File: config.mk
export PLATFORM = sky130hd
export DESIGN_NAME = gofm_pin_mux
export DESIGN_NICKNAME = d
export VERILOG_FILES = /design/src/shared/gofm_pkg.sv /design/src/logic/gofm_pin_mux.sv
export SDC_FILE = /design/constraint.sdc
export NUM_CORES = 1
export LEC_CHECK = 0
export BUFFER_PORTS_ARGS = -buffer_cell sky130_fd_sc_hd__buf_2
export CORE_MARGIN = 5
export CORE_UTILIZATION = 55
export DETAILED_ROUTE_END_ITERATION = 8
export PLACE_DENSITY = 0.87
export SLEW_MARGIN = 20
export SYNTH_ARGS = -nofsm -noshare
export SYNTH_HDL_FRONTEND = slang
export SYNTH_SLANG_ARGS = --single-unit
File: constraint.sdc
create_clock -name ref_clk -period 2.7 [get_ports ref_clk]
set_input_delay 0.27 -clock ref_clk [delete_from_list [all_inputs] [get_ports ref_clk]]
set_output_delay 0.27 -clock ref_clk [all_outputs]
set_load 0.005 [all_outputs]
File: src/shared/gofm_pkg.sv
// Constants, codes and carriers for the pin output function selector
package gofm_pkg;

	localparam int unsigned NUM_PINS      = 7;
	localparam int unsigned NUM_PORTS     = 2;
	localparam int unsigned REMOTE_PINS   = 4;

	localparam logic [7:0] PIN0_CTL_OFFSET = 8'h10;
	localparam logic [7:0] PIN6_CTL_OFFSET = 8'h16;
	localparam logic [7:0] PIN_CTL_RESET   = 8'h00;

	localparam int unsigned FUNC_MSB  = 7;
	localparam int unsigned FUNC_LSB  = 5;
	localparam int unsigned SRC_MSB   = 4;
	localparam int unsigned SRC_LSB   = 2;
	localparam int unsigned CONST_BIT = 1;
	localparam int unsigned EN_BIT    = 0;

	localparam logic [2:0] SRC_PORT0   = 3'h0;
	localparam logic [2:0] SRC_PORT1   = 3'h1;
	localparam logic [2:0] SRC_DEVICE  = 3'h4;
	localparam logic [2:0] SRC_TXPORT  = 3'h5;

	// Per-port function codes
	localparam logic [2:0] FN_LOCK     = 3'h4;
	localparam logic [2:0] FN_PASS     = 3'h5;
	localparam logic [2:0] FN_FV       = 3'h6;
	localparam logic [2:0] FN_LV       = 3'h7;

	// Device status function codes
	localparam logic [2:0] FN_CONST    = 3'h0;
	localparam logic [2:0] FN_LOCK_OR  = 3'h1;
	localparam logic [2:0] FN_LOCK_AND = 3'h2;
	localparam logic [2:0] FN_PASS_AND = 3'h3;
	localparam logic [2:0] FN_FSYNC    = 3'h4;
	localparam logic [2:0] FN_IRQ_HI   = 3'h5;
	localparam logic [2:0] FN_IRQ_LO   = 3'h6;

	// Transmit port function codes
	localparam logic [2:0] FN_TX_PAND  = 3'h0;
	localparam logic [2:0] FN_TX_POR   = 3'h1;
	localparam logic [2:0] FN_TX_FV    = 3'h2;
	localparam logic [2:0] FN_TX_LV    = 3'h3;
	localparam logic [2:0] FN_TX_SYNC  = 3'h4;
	localparam logic [2:0] FN_TX_IRQ   = 3'h5;

	typedef struct packed {
		logic [3:0] remote_pins;
		logic       lock;
		logic       pass;
		logic       frame_valid;
		logic       line_valid;
		logic       enabled;
	} gofm_rx_port_s;

	typedef struct packed {
		logic pass_and;
		logic pass_or;
		logic frame_valid;
		logic line_valid;
		logic ports_synced;
		logic irq;
	} gofm_tx_port_s;

	typedef struct packed {
		logic       write;
		logic       read;
		logic [7:0] addr;
		logic [7:0] wdata;
	} gofm_reg_req_s;

endpackage

File: src/logic/gofm_pin_mux.sv
// Output function selection for the seven general-purpose pins
module gofm_pin_mux
	import gofm_pkg::*;
(
	input  wire logic                   ref_clk,        // 40 MHz clock
	input  wire logic                   resetn,         // Async reset, low
	input  wire gofm_reg_req_s          reg_req,        // Register access
	output logic [7:0]                  reg_rdata,      // Read data
	output logic                        reg_rvalid,     // Read data valid
	input  wire gofm_rx_port_s [1:0]    rx_port,        // Receive port status
	input  wire gofm_tx_port_s          tx_port,        // Transmit port status
	input  wire logic                   frame_sync_signal, // Frame sync
	input  wire logic                   device_irq,     // Device interrupt
	output logic [NUM_PINS-1:0]         pin_out,        // Pin output level
	output logic [NUM_PINS-1:0]         pin_oe          // Pin drive enable
);

	logic [7:0] ctl_reg [NUM_PINS];
	logic [NUM_PINS-1:0] lvl_next;
	logic [NUM_PINS-1:0] oe_next;
	logic [2:0] addr_idx;
	logic       addr_hit;

	assign addr_hit = reg_req.addr >= PIN0_CTL_OFFSET
		&& reg_req.addr <= PIN6_CTL_OFFSET;
	assign addr_idx = 3'(reg_req.addr - PIN0_CTL_OFFSET);

	// Control registers, one byte per pin
	always_ff @(posedge ref_clk or negedge resetn) begin
		if (!resetn) begin
			for (int i = 0; i < NUM_PINS; i++) begin
				ctl_reg[i] <= PIN_CTL_RESET;
			end
		end else if (reg_req.write && addr_hit) begin
			ctl_reg[addr_idx] <= reg_req.wdata;
		end
	end

	// Unmapped addresses read as zero
	always_ff @(posedge ref_clk or negedge resetn) begin
		if (!resetn) begin
			reg_rdata  <= 8'h00;
			reg_rvalid <= 1'b0;
		end else begin
			reg_rvalid <= reg_req.read;
			if (reg_req.read) begin
				reg_rdata <= addr_hit ? ctl_reg[addr_idx] : 8'h00;
			end
		end
	end

	// Aggregates over enabled ports; with none enabled all read low
	logic any_en;
	logic lock_or;
	logic lock_and;
	logic pass_and;

	always_comb begin
		any_en   = 1'b0;
		lock_or  = 1'b0;
		lock_and = 1'b1;
		pass_and = 1'b1;
		for (int p = 0; p < NUM_PORTS; p++) begin
			if (rx_port[p].enabled) begin
				any_en   = 1'b1;
				lock_or  = lock_or | rx_port[p].lock;
				lock_and = lock_and & rx_port[p].lock;
				pass_and = pass_and & rx_port[p].pass;
			end
		end
		lock_and = lock_and & any_en;
		pass_and = pass_and & any_en;
	end

	always_comb begin
		logic [2:0] fn;
		logic [2:0] src;
		logic       drv;
		logic       lvl;
		fn  = 3'h0;
		src = 3'h0;
		drv = 1'b0;
		lvl = 1'b0;
		for (int i = 0; i < NUM_PINS; i++) begin
			fn  = ctl_reg[i][FUNC_MSB:FUNC_LSB];
			src = ctl_reg[i][SRC_MSB:SRC_LSB];
			drv = 1'b1;
			lvl = 1'b0;
			case (src)
				SRC_PORT0, SRC_PORT1: begin
					case (fn)
						FN_LOCK: lvl = rx_port[src[0]].lock;
						FN_PASS: lvl = rx_port[src[0]].pass;
						FN_FV:   lvl = rx_port[src[0]].frame_valid;
						FN_LV:   lvl = rx_port[src[0]].line_valid;
						// Remote pins 0-3, and
						default: lvl = rx_port[src[0]].remote_pins[fn[1:0]];
					endcase
				end
				SRC_DEVICE: begin
					case (fn)
						FN_CONST:    lvl = ctl_reg[i][CONST_BIT];
						FN_LOCK_OR:  lvl = lock_or;
						FN_LOCK_AND: lvl = lock_and;
						FN_PASS_AND: lvl = pass_and;
						FN_FSYNC:    lvl = frame_sync_signal;
						FN_IRQ_HI:   lvl = device_irq;
						FN_IRQ_LO:   lvl = ~device_irq;
						default:     drv = 1'b0;
					endcase
				end
				SRC_TXPORT: begin
					case (fn)
						FN_TX_PAND: lvl = tx_port.pass_and;
						FN_TX_POR:  lvl = tx_port.pass_or;
						FN_TX_FV:   lvl = tx_port.frame_valid;
						FN_TX_LV:   lvl = tx_port.line_valid;
						FN_TX_SYNC: lvl = tx_port.ports_synced;
						FN_TX_IRQ:  lvl = tx_port.irq;
						default:    drv = 1'b0;
					endcase
				end
				default: drv = 1'b0;
			endcase
			// Enable bit gates everything
			oe_next[i]  = drv & ctl_reg[i][EN_BIT];
			lvl_next[i] = lvl & oe_next[i];
		end
	end

	// Registered pins cost one cycle of latency but give glitch-free pads
	always_ff @(posedge ref_clk or negedge resetn) begin
		if (!resetn) begin
			pin_out <= '0;
			pin_oe  <= '0;
		end else begin
			pin_out <= lvl_next;
			pin_oe  <= oe_next;
		end
	end

endmodule

==> metrics.md, run 1 <==
| Metric | Value |
|---|---|
| Worst path cell trace | mux4_2 > nor2b_1 > a211oi_1 > a2111oi_0 > a21o_1 |
| Vias | 4,797 |
| Global-route wire length before repair | 26,100 µm |
| All-Layer GR Usage | 28.8% |
| Max reg flops | 56 |
| Total Die Area | 12,200 µm² |
| Post-Syn Area per Cell | 11.2 µm² |
| Post-Synth Simple-Gate Area | 12.2% |
| Via density | 7.16 |
| Pin count of the biggest net entering global routing | 80 |
| Final Cycle Share | 73.6% |
| Drt wl/cell | 25.1 µm |
| Compound-Gate Fraction of Synth Area | 14.9% |
| RePlAce Congestion | 0.974 |
| Slew @ Worst Pin | 0.777 ns |
| Clock transition at path regs | 0.10 ns |
| Depth of the CTS H-tree | 3 |
| Req. time, crit path | 2.97 ns |
| Ports | 69 |
| Synth Area in Adders | 0% |
| CTS max path bufs | 2 |
| Vias in the first global route | 4,531 |
| Sequential share of the synthesized area | 35.7% |
| Max Cap Viol | 0 |
| Clk root buf | clkbuf_8 |
| Nets@finish | 577 |
| Die Y | 110 µm |
| Area grow syn2layout | 10.3% |
| Critical Path AT | 2.25 ns |
| Initial Utilization | 56.6% |
| Worst Path Max Fanout | 8 |
| Final Max Slew Viols | 0 |
| Mapped Area | 5530 µm² |
| Post-DP HPWL | 11,700 µm |
| Fin crit period | 1.99 ns |
| Post-Syn Instances | 493 |
| Main flop type after synthesis | dfrtp_1 |
| Share of cells above drive strength 1 | 36.4% |
| DRT Pass-1 Iters | 6 |
| Post-synthesis net count | 539 |
| Port Buffers | 68 |
| Core box area | 9770 µm² |
| Endpoints failing hold | 0 |
| Synthesized flop and latch total | 79 |
| Routed Antenna Nets | 0 |
| Final setup fails | 0 |
| CTS tree | built |
| Total CTS buffers | 9 |
| Worst path top cell family by delay | compound AO/OA/AOI/OAI gates |
| Slowest cell on crit path | dfrtp_1 |
| Crit path buf inv count | 0 |
| Synth cell types | 61 |
| Number of antenna violations at the first check in global routing | 0 |
| Die Wd | 110 µm |
| CTS sink cnt | 79 |
| RSZ-0062 raised after global routing | no |
| Fmax | 0.503 GHz |
| Skew final | 0.0140 ns |
| Post-Synth XOR/XNOR Area | 0% |
| Multiplexer share of the synthesized area | 32.2% |
| GRT Residual Overflow | 0 |
| Post-synth ARST share | 100% |
| Slew Limit Headroom | 46.7% |
| Startpoint Class | flip-flop |
| Remaining DRCs | 0 |
| Clock latency on the worst-skew pair | 0.36 ns |
| Final setup TNS | 0 ns |
| CP max stage delay | 0.59 ns |
| Post-route core utilization | 62.4% |
| PD cells | 456 nW/µm² |
| Rows | 36 |
| Main combinational cell family by area after synthesis | multiplexers |
| Peak VDD IR | 0.308 mV |
| Pleak | 2.54 nW |
| EDFF count, synth | 0 |
| Outcome | complete, no violations |
| 1st-iter DRT viols | 777 |
| Hold/Removal Path Class | in -> reg |
| Overall power | 2.78 mW |
| Setup crit end kind | flip-flop |
| Synth warn | 0 |
| Crit Path Category | reg -> reg |
| Post-CTS Resized | 0 |
| Final WL | 16,800 µm |
## synthesized netlist by cell type (6+ instances only)
master | n | area share (%)
o211ai_1 | 13 | 1.8
clkbuf_1 | 20 | 1.4
nand3b_1 | 6 | 0.81
mux2_2 | 63 | 13
mux2i_1 | 26 | 4.7
nor2_1 | 14 | 0.95
buf_2 | 20 | 1.8
inv_1 | 20 | 1.4
dfrtp_1 | 79 | 36
a21oi_1 | 9 | 0.81
a211oi_1 | 6 | 0.81
o21ai_0 | 16 | 1.4
mux4_2 | 36 | 15
nand2_1 | 21 | 1.4
o22ai_1 | 9 | 1.0
nand3_1 | 12 | 1.1
nand2b_1 | 19 | 2.1
nor2b_1 | 10 | 1.1
a2111oi_0 | 6 | 0.95
## power by group
group | switching [mW] | total, mW | internal [mW]
Clock | 0.483 | 0.950 | 0.467
Combinational | 0.248 | 0.487 | 0.239
Sequential | 0.118 | 1.35 | 1.23
## per-layer routing
layer | GRT usage [%] | vias to the layer above | wire length [µm]
li1 | - | 1994 | -
met1 | 42.5 | 2350 | 6550
met2 | 42.2 | 397 | 7400
met3 | 7.57 | 56 | 2350
met4 | 8.00 | 0 | 539
met5 | 0 | - | 0
## path summary, 6_finish.rpt
| check | start | slack [ns] | depth (start not counted) | to |
|---|---|---|---|---|
| max | ctl_reg[2]$_DFFE_PN0P_ | 0.71 | 5 | pin_out[6]$_DFF_PN0_ |
| min reg2reg | reg_rdata[3]$_DFFE_PN0P_ | 0.53 | 2 | reg_rdata[3]$_DFFE_PN0P_ |
| min | reg_req[16] | 0.12 | 1 | reg_rvalid$_DFF_PN0_ |
| max in group asynchronous | resetn | 1.77 | 3 | ctl_reg[42]$_DFFE_PN0P_ |
| min in group asynchronous | resetn | 0.32 | 2 | pin_out[3]$_DFF_PN0_ |
| max reg2reg | ctl_reg[2]$_DFFE_PN0P_ | 0.71 | 5 | pin_out[6]$_DFF_PN0_ |
## per-stage QoR
step           instances  hold slack, ns  worst slack, ns  area, µm²
6_report             670           0.121            0.714       6100
5_1_grt              669           0.109            0.616       6100
2_1_floorplan        493         -0.0256            0.982       5530
3_3_place_gp         651           0.478            0.728       5850
4_1_cts              667           0.104            0.737       6060
3_5_place_dp         651           0.490            0.673       5850
## placed cells by master (no fill, tap or decap), types with 10 or more instances in the layout
cell and count:
buf_2 67, clkbuf_8 10, dfrtp_1 79, inv_1 20
mux2_2 63, mux2i_1 26, mux4_2 36, nand2_1 21
nand2b_1 19, nand3_1 12, nor2_1 14, nor2b_1 10
o211ai_1 13, o21ai_0 16
## worst reg2reg max path, stage by stage, from the launching register on
cell and delay [ns]:
dfrtp_1 0.59, mux4_2 0.56, nor2b_1 0.14, a211oi_1 0.31
a2111oi_0 0.12, a21o_1 0.19
## kinds of logic (layout without fill, tap and decap cells)
kind of cell / count (synthesis) / in the layout
mux: 125 / 125
other cells: 0 / 1
flops: 79 / 79
simple gates: 113 / 113
compound gates: 112 / 112
buf+inv: 64 / 107
## area by class of cell
class                      instances  area, µm²
fill                             753       3670
multi-input combinational        350       3280
sequential                        79       1980
timing repair buffer              71        388
tap                              133        166
clock buffer                      10        138
clock inverter                     6       75.1
inverter                          20       75.1
antenna                            1       2.50
## repair_timing
item	CTS	global route
hold buffers	0	1
hold endpoints to repair	0	18
buffers inserted	0	0
Note: power is estimated with default switching activity, not from simulation.
==> run 2: changes to the inputs <==
clock period = 1.9 ns   (was 2.7 ns; I/O delays follow)
==> run 2 against run 1 <==
- sequential share of layout area decreased by 1.1 points
- total power up 38%
- critical path type unchanged
- worst hold slack got worse by 0.081 ns
- clock power is 26% higher
- critical path depth shrank 1
- sequential cell count is the same
- first-iteration DRC count is 33% lower
- final cell count grew 4.5%
- largest power group unchanged
- via count up 1.6%
- fmax grew 8.8%
- clock skew hardly changed
- cell area grew 3.7%
- critical endpoint is now pin_out[3]$_DFF_PN0_
- largest cell class unchanged
==> metrics.md, run 2 (same netlist as run 1, synthesis figures left out) <==
| Metric | Value |
|---|---|
| Fin crit period | 1.83 ns (-0.161 ns) |
| RSZ-0062 raised after global routing | no |
| Core box area | 9770 µm² (unchanged) |
| Slew Limit Headroom | 58.6% (+12 points) |
| Via density | 6.96 (-2.7%) |
| Post-DP HPWL | 12,500 µm (+6.2%) |
| Commonest non-fill, non-tap cells in the layout | 76 x dfrtp_1, 67 x buf_2, 63 x mux2_2 |
| Place WS | 0.00874 ns (-0.664 ns) |
| Total Die Area | 12,200 µm² (unchanged) |
| Worst hold slack | 0.0403 ns (-0.0807 ns) |
| RePlAce Congestion | 1.01 (+4.1%) |
| Total CTS buffers | 9 (unchanged) |
| Worst path top cell family by delay | multiplexers |
| CTS tree | built |
| Met2 wire len | 7690 µm (+4.0%) |
| Critical Path AT | 2.06 ns (-0.19 ns) |
| Hold/Removal Path Class | in -> reg |
| Slowest cell on crit path | mux4_2 |
| Pleak | 2.69 nW (+5.9%) |
| 1st-iter DRT viols | 522 (-33%) |
| Crit Path Category | reg -> reg |
| Remaining DRCs | 0 (unchanged) |
| Initial Utilization | 56.6% (unchanged) |
| Vias | 4,875 (+1.6%) |
| Highest routing layer actually used | met4 |
| Number of antenna violations at the first check in global routing | 0 (unchanged) |
| Startpoint Class | flip-flop |
| Routed Antenna Nets | 0 (unchanged) |
| Max Cap Viol | 0 (unchanged) |
| Setup crit end kind | flip-flop |
| Final setup fails | 0 (unchanged) |
| Ports | 69 (unchanged) |
| Worst path cell trace | mux4_2 > and2_1 > a2111oi_0 > nor4b_1 |
| Met3 wire length | 1970 µm (-16%) |
| Peak VDD IR | 0.416 mV (+35%) |
| Skew final | 0.0135 ns (-0.000489 ns) |
| Overall power | 3.86 mW (+38%) |
| Port Buffers | 68 (unchanged) |
| FILL cells | 757 (+0.53%) |
| Endpoints failing hold | 0 (unchanged) |
| Die Wd | 110 µm (unchanged) |
| Final Max Slew Viols | 0 (unchanged) |
| Die Y | 110 µm (unchanged) |
| Outcome | complete, no violations |
| Share of cells above drive strength 1 | 40.4% (+4.0 points) |
| Clk root buf | clkbuf_8 |
| Clock latency on the worst-skew pair | 0.36 ns (about the same) |
| CTS max path bufs | 2 (unchanged) |
| Number of diodes | 0 (-1) |
| Worst Path Max Fanout | 4 (-4) |
| Post-route core utilization | 64.8% (+2.3 points) |
| Pin count of the biggest net entering global routing | 50 (-38%) |
| Rows | 36 (unchanged) |
| Global-route wire length before repair | 27,100 µm (+3.9%) |
| Vias in the first global route | 4,819 (+6.4%) |
| CTS sink cnt | 79 (unchanged) |
| GRT Residual Overflow | 0 (unchanged) |
| All-Layer GR Usage | 29.9% (+1.1 points) |
| Fmax | 0.548 GHz (+8.8%) |
| Req. time, crit path | 2.13 ns (-0.84 ns) |
| Crit path buf inv count | 0 (unchanged) |
| # Post-CTS Setup Buffers | 0 (unchanged) |
| Max reg flops | 56 (unchanged) |
| Final setup margin | 0.0747 ns (-0.639 ns) |
| PD cells | 609 nW/µm² (+33%) |
| Slew @ Worst Pin | 0.621 ns (-0.156 ns) |
| Post-Route M1 WL | 6880 µm (+5.1%) |
| Most common cell after layout, fill and taps aside | dfrtp_1 |
| Final Cycle Share | 96.1% (+23 points) |
| Final setup TNS | 0 ns (unchanged) |
| Area grow syn2layout | 14.5% |
| Depth of the CTS H-tree | 3 (unchanged) |
| Clock transition at path regs | 0.09 ns (about the same) |
| Drt wl/cell | 24.5 µm (-2.7%) |
| CP max stage delay | 0.52 ns (-0.07 ns) |
| DRT Pass-1 Iters | 5 (-1) |
| Final WL | 17,100 µm (+1.7%) |
| Nets@finish | 608 (+5.4%) |
-- run 2: per-layer routing --
metal  vias to the layer above  global-route usage [%]
li1                       2053                       -
met1                      2438                    42.8
met2                       332                    43.4
met3                        52                    8.15
met4                         0                    11.5
met5                         -                       0
-- run 2: layout make-up --
cell class	instances	area (µm²)	area share (%)
clock buffer	10	138	2.17
timing repair buffer	102	638	10.1
clock inverter	6	51.3	0.810
inverter	20	75.1	1.19
tap	133	166	2.63
multi-input combinational	350	3280	51.8
sequential	79	1980	31.3
-- run 2: through the flow --
step	std cells	cell area, µm²
6_report	700	6330
5_1_grt	700	6330
4_1_cts	700	6330
3_5_place_dp	683	6130
3_3_place_gp	683	6130
2_1_floorplan	493	5530
-- run 2: worst reg2reg max path, stage by stage (launching register included) --
cell and delay (ns):
dfrtp_1 0.48, mux4_2 0.52, and2_1 0.16, a2111oi_0 0.41, nor4b_1 0.12
-- run 2: where the power goes --
| group | internal, mW | switching (mW) | total, mW |
|---|---|---|---|
| registers | 1.75 | 0.126 | 1.88 |
| logic | 0.375 | 0.402 | 0.777 |
| clock network | 0.526 | 0.677 | 1.20 |
| total | 2.65 | 1.21 | 3.86 |
-- run 2: what timing repair did --
action | in CTS | in global routing
hold endpoints to repair | 30 | 0
gates resized for setup | 0 | 3
hold buffers | 1 | 0
setup endpoints to repair | 0 | 2
-- run 2: path summary, 6_finish.rpt --
path                            cells after the start                       end  slack (ns)                     start
worst max-delay path                                4      pin_out[3]$_DFF_PN0_        0.07   ctl_reg[26]$_DFFE_PN0P_
worst min-delay path                                1      reg_rvalid$_DFF_PN0_        0.04               reg_req[16]
worst max register to register                      4      pin_out[3]$_DFF_PN0_        0.07   ctl_reg[26]$_DFFE_PN0P_
worst min register to register                      2  reg_rdata[3]$_DFFE_PN0P_        0.53  reg_rdata[3]$_DFFE_PN0P_
max in group asynchronous                           3    ctl_reg[6]$_DFFE_PN0P_        0.93                    resetn
min in group asynchronous                           2       pin_oe[3]$_DFF_PN0_        0.32                    resetn
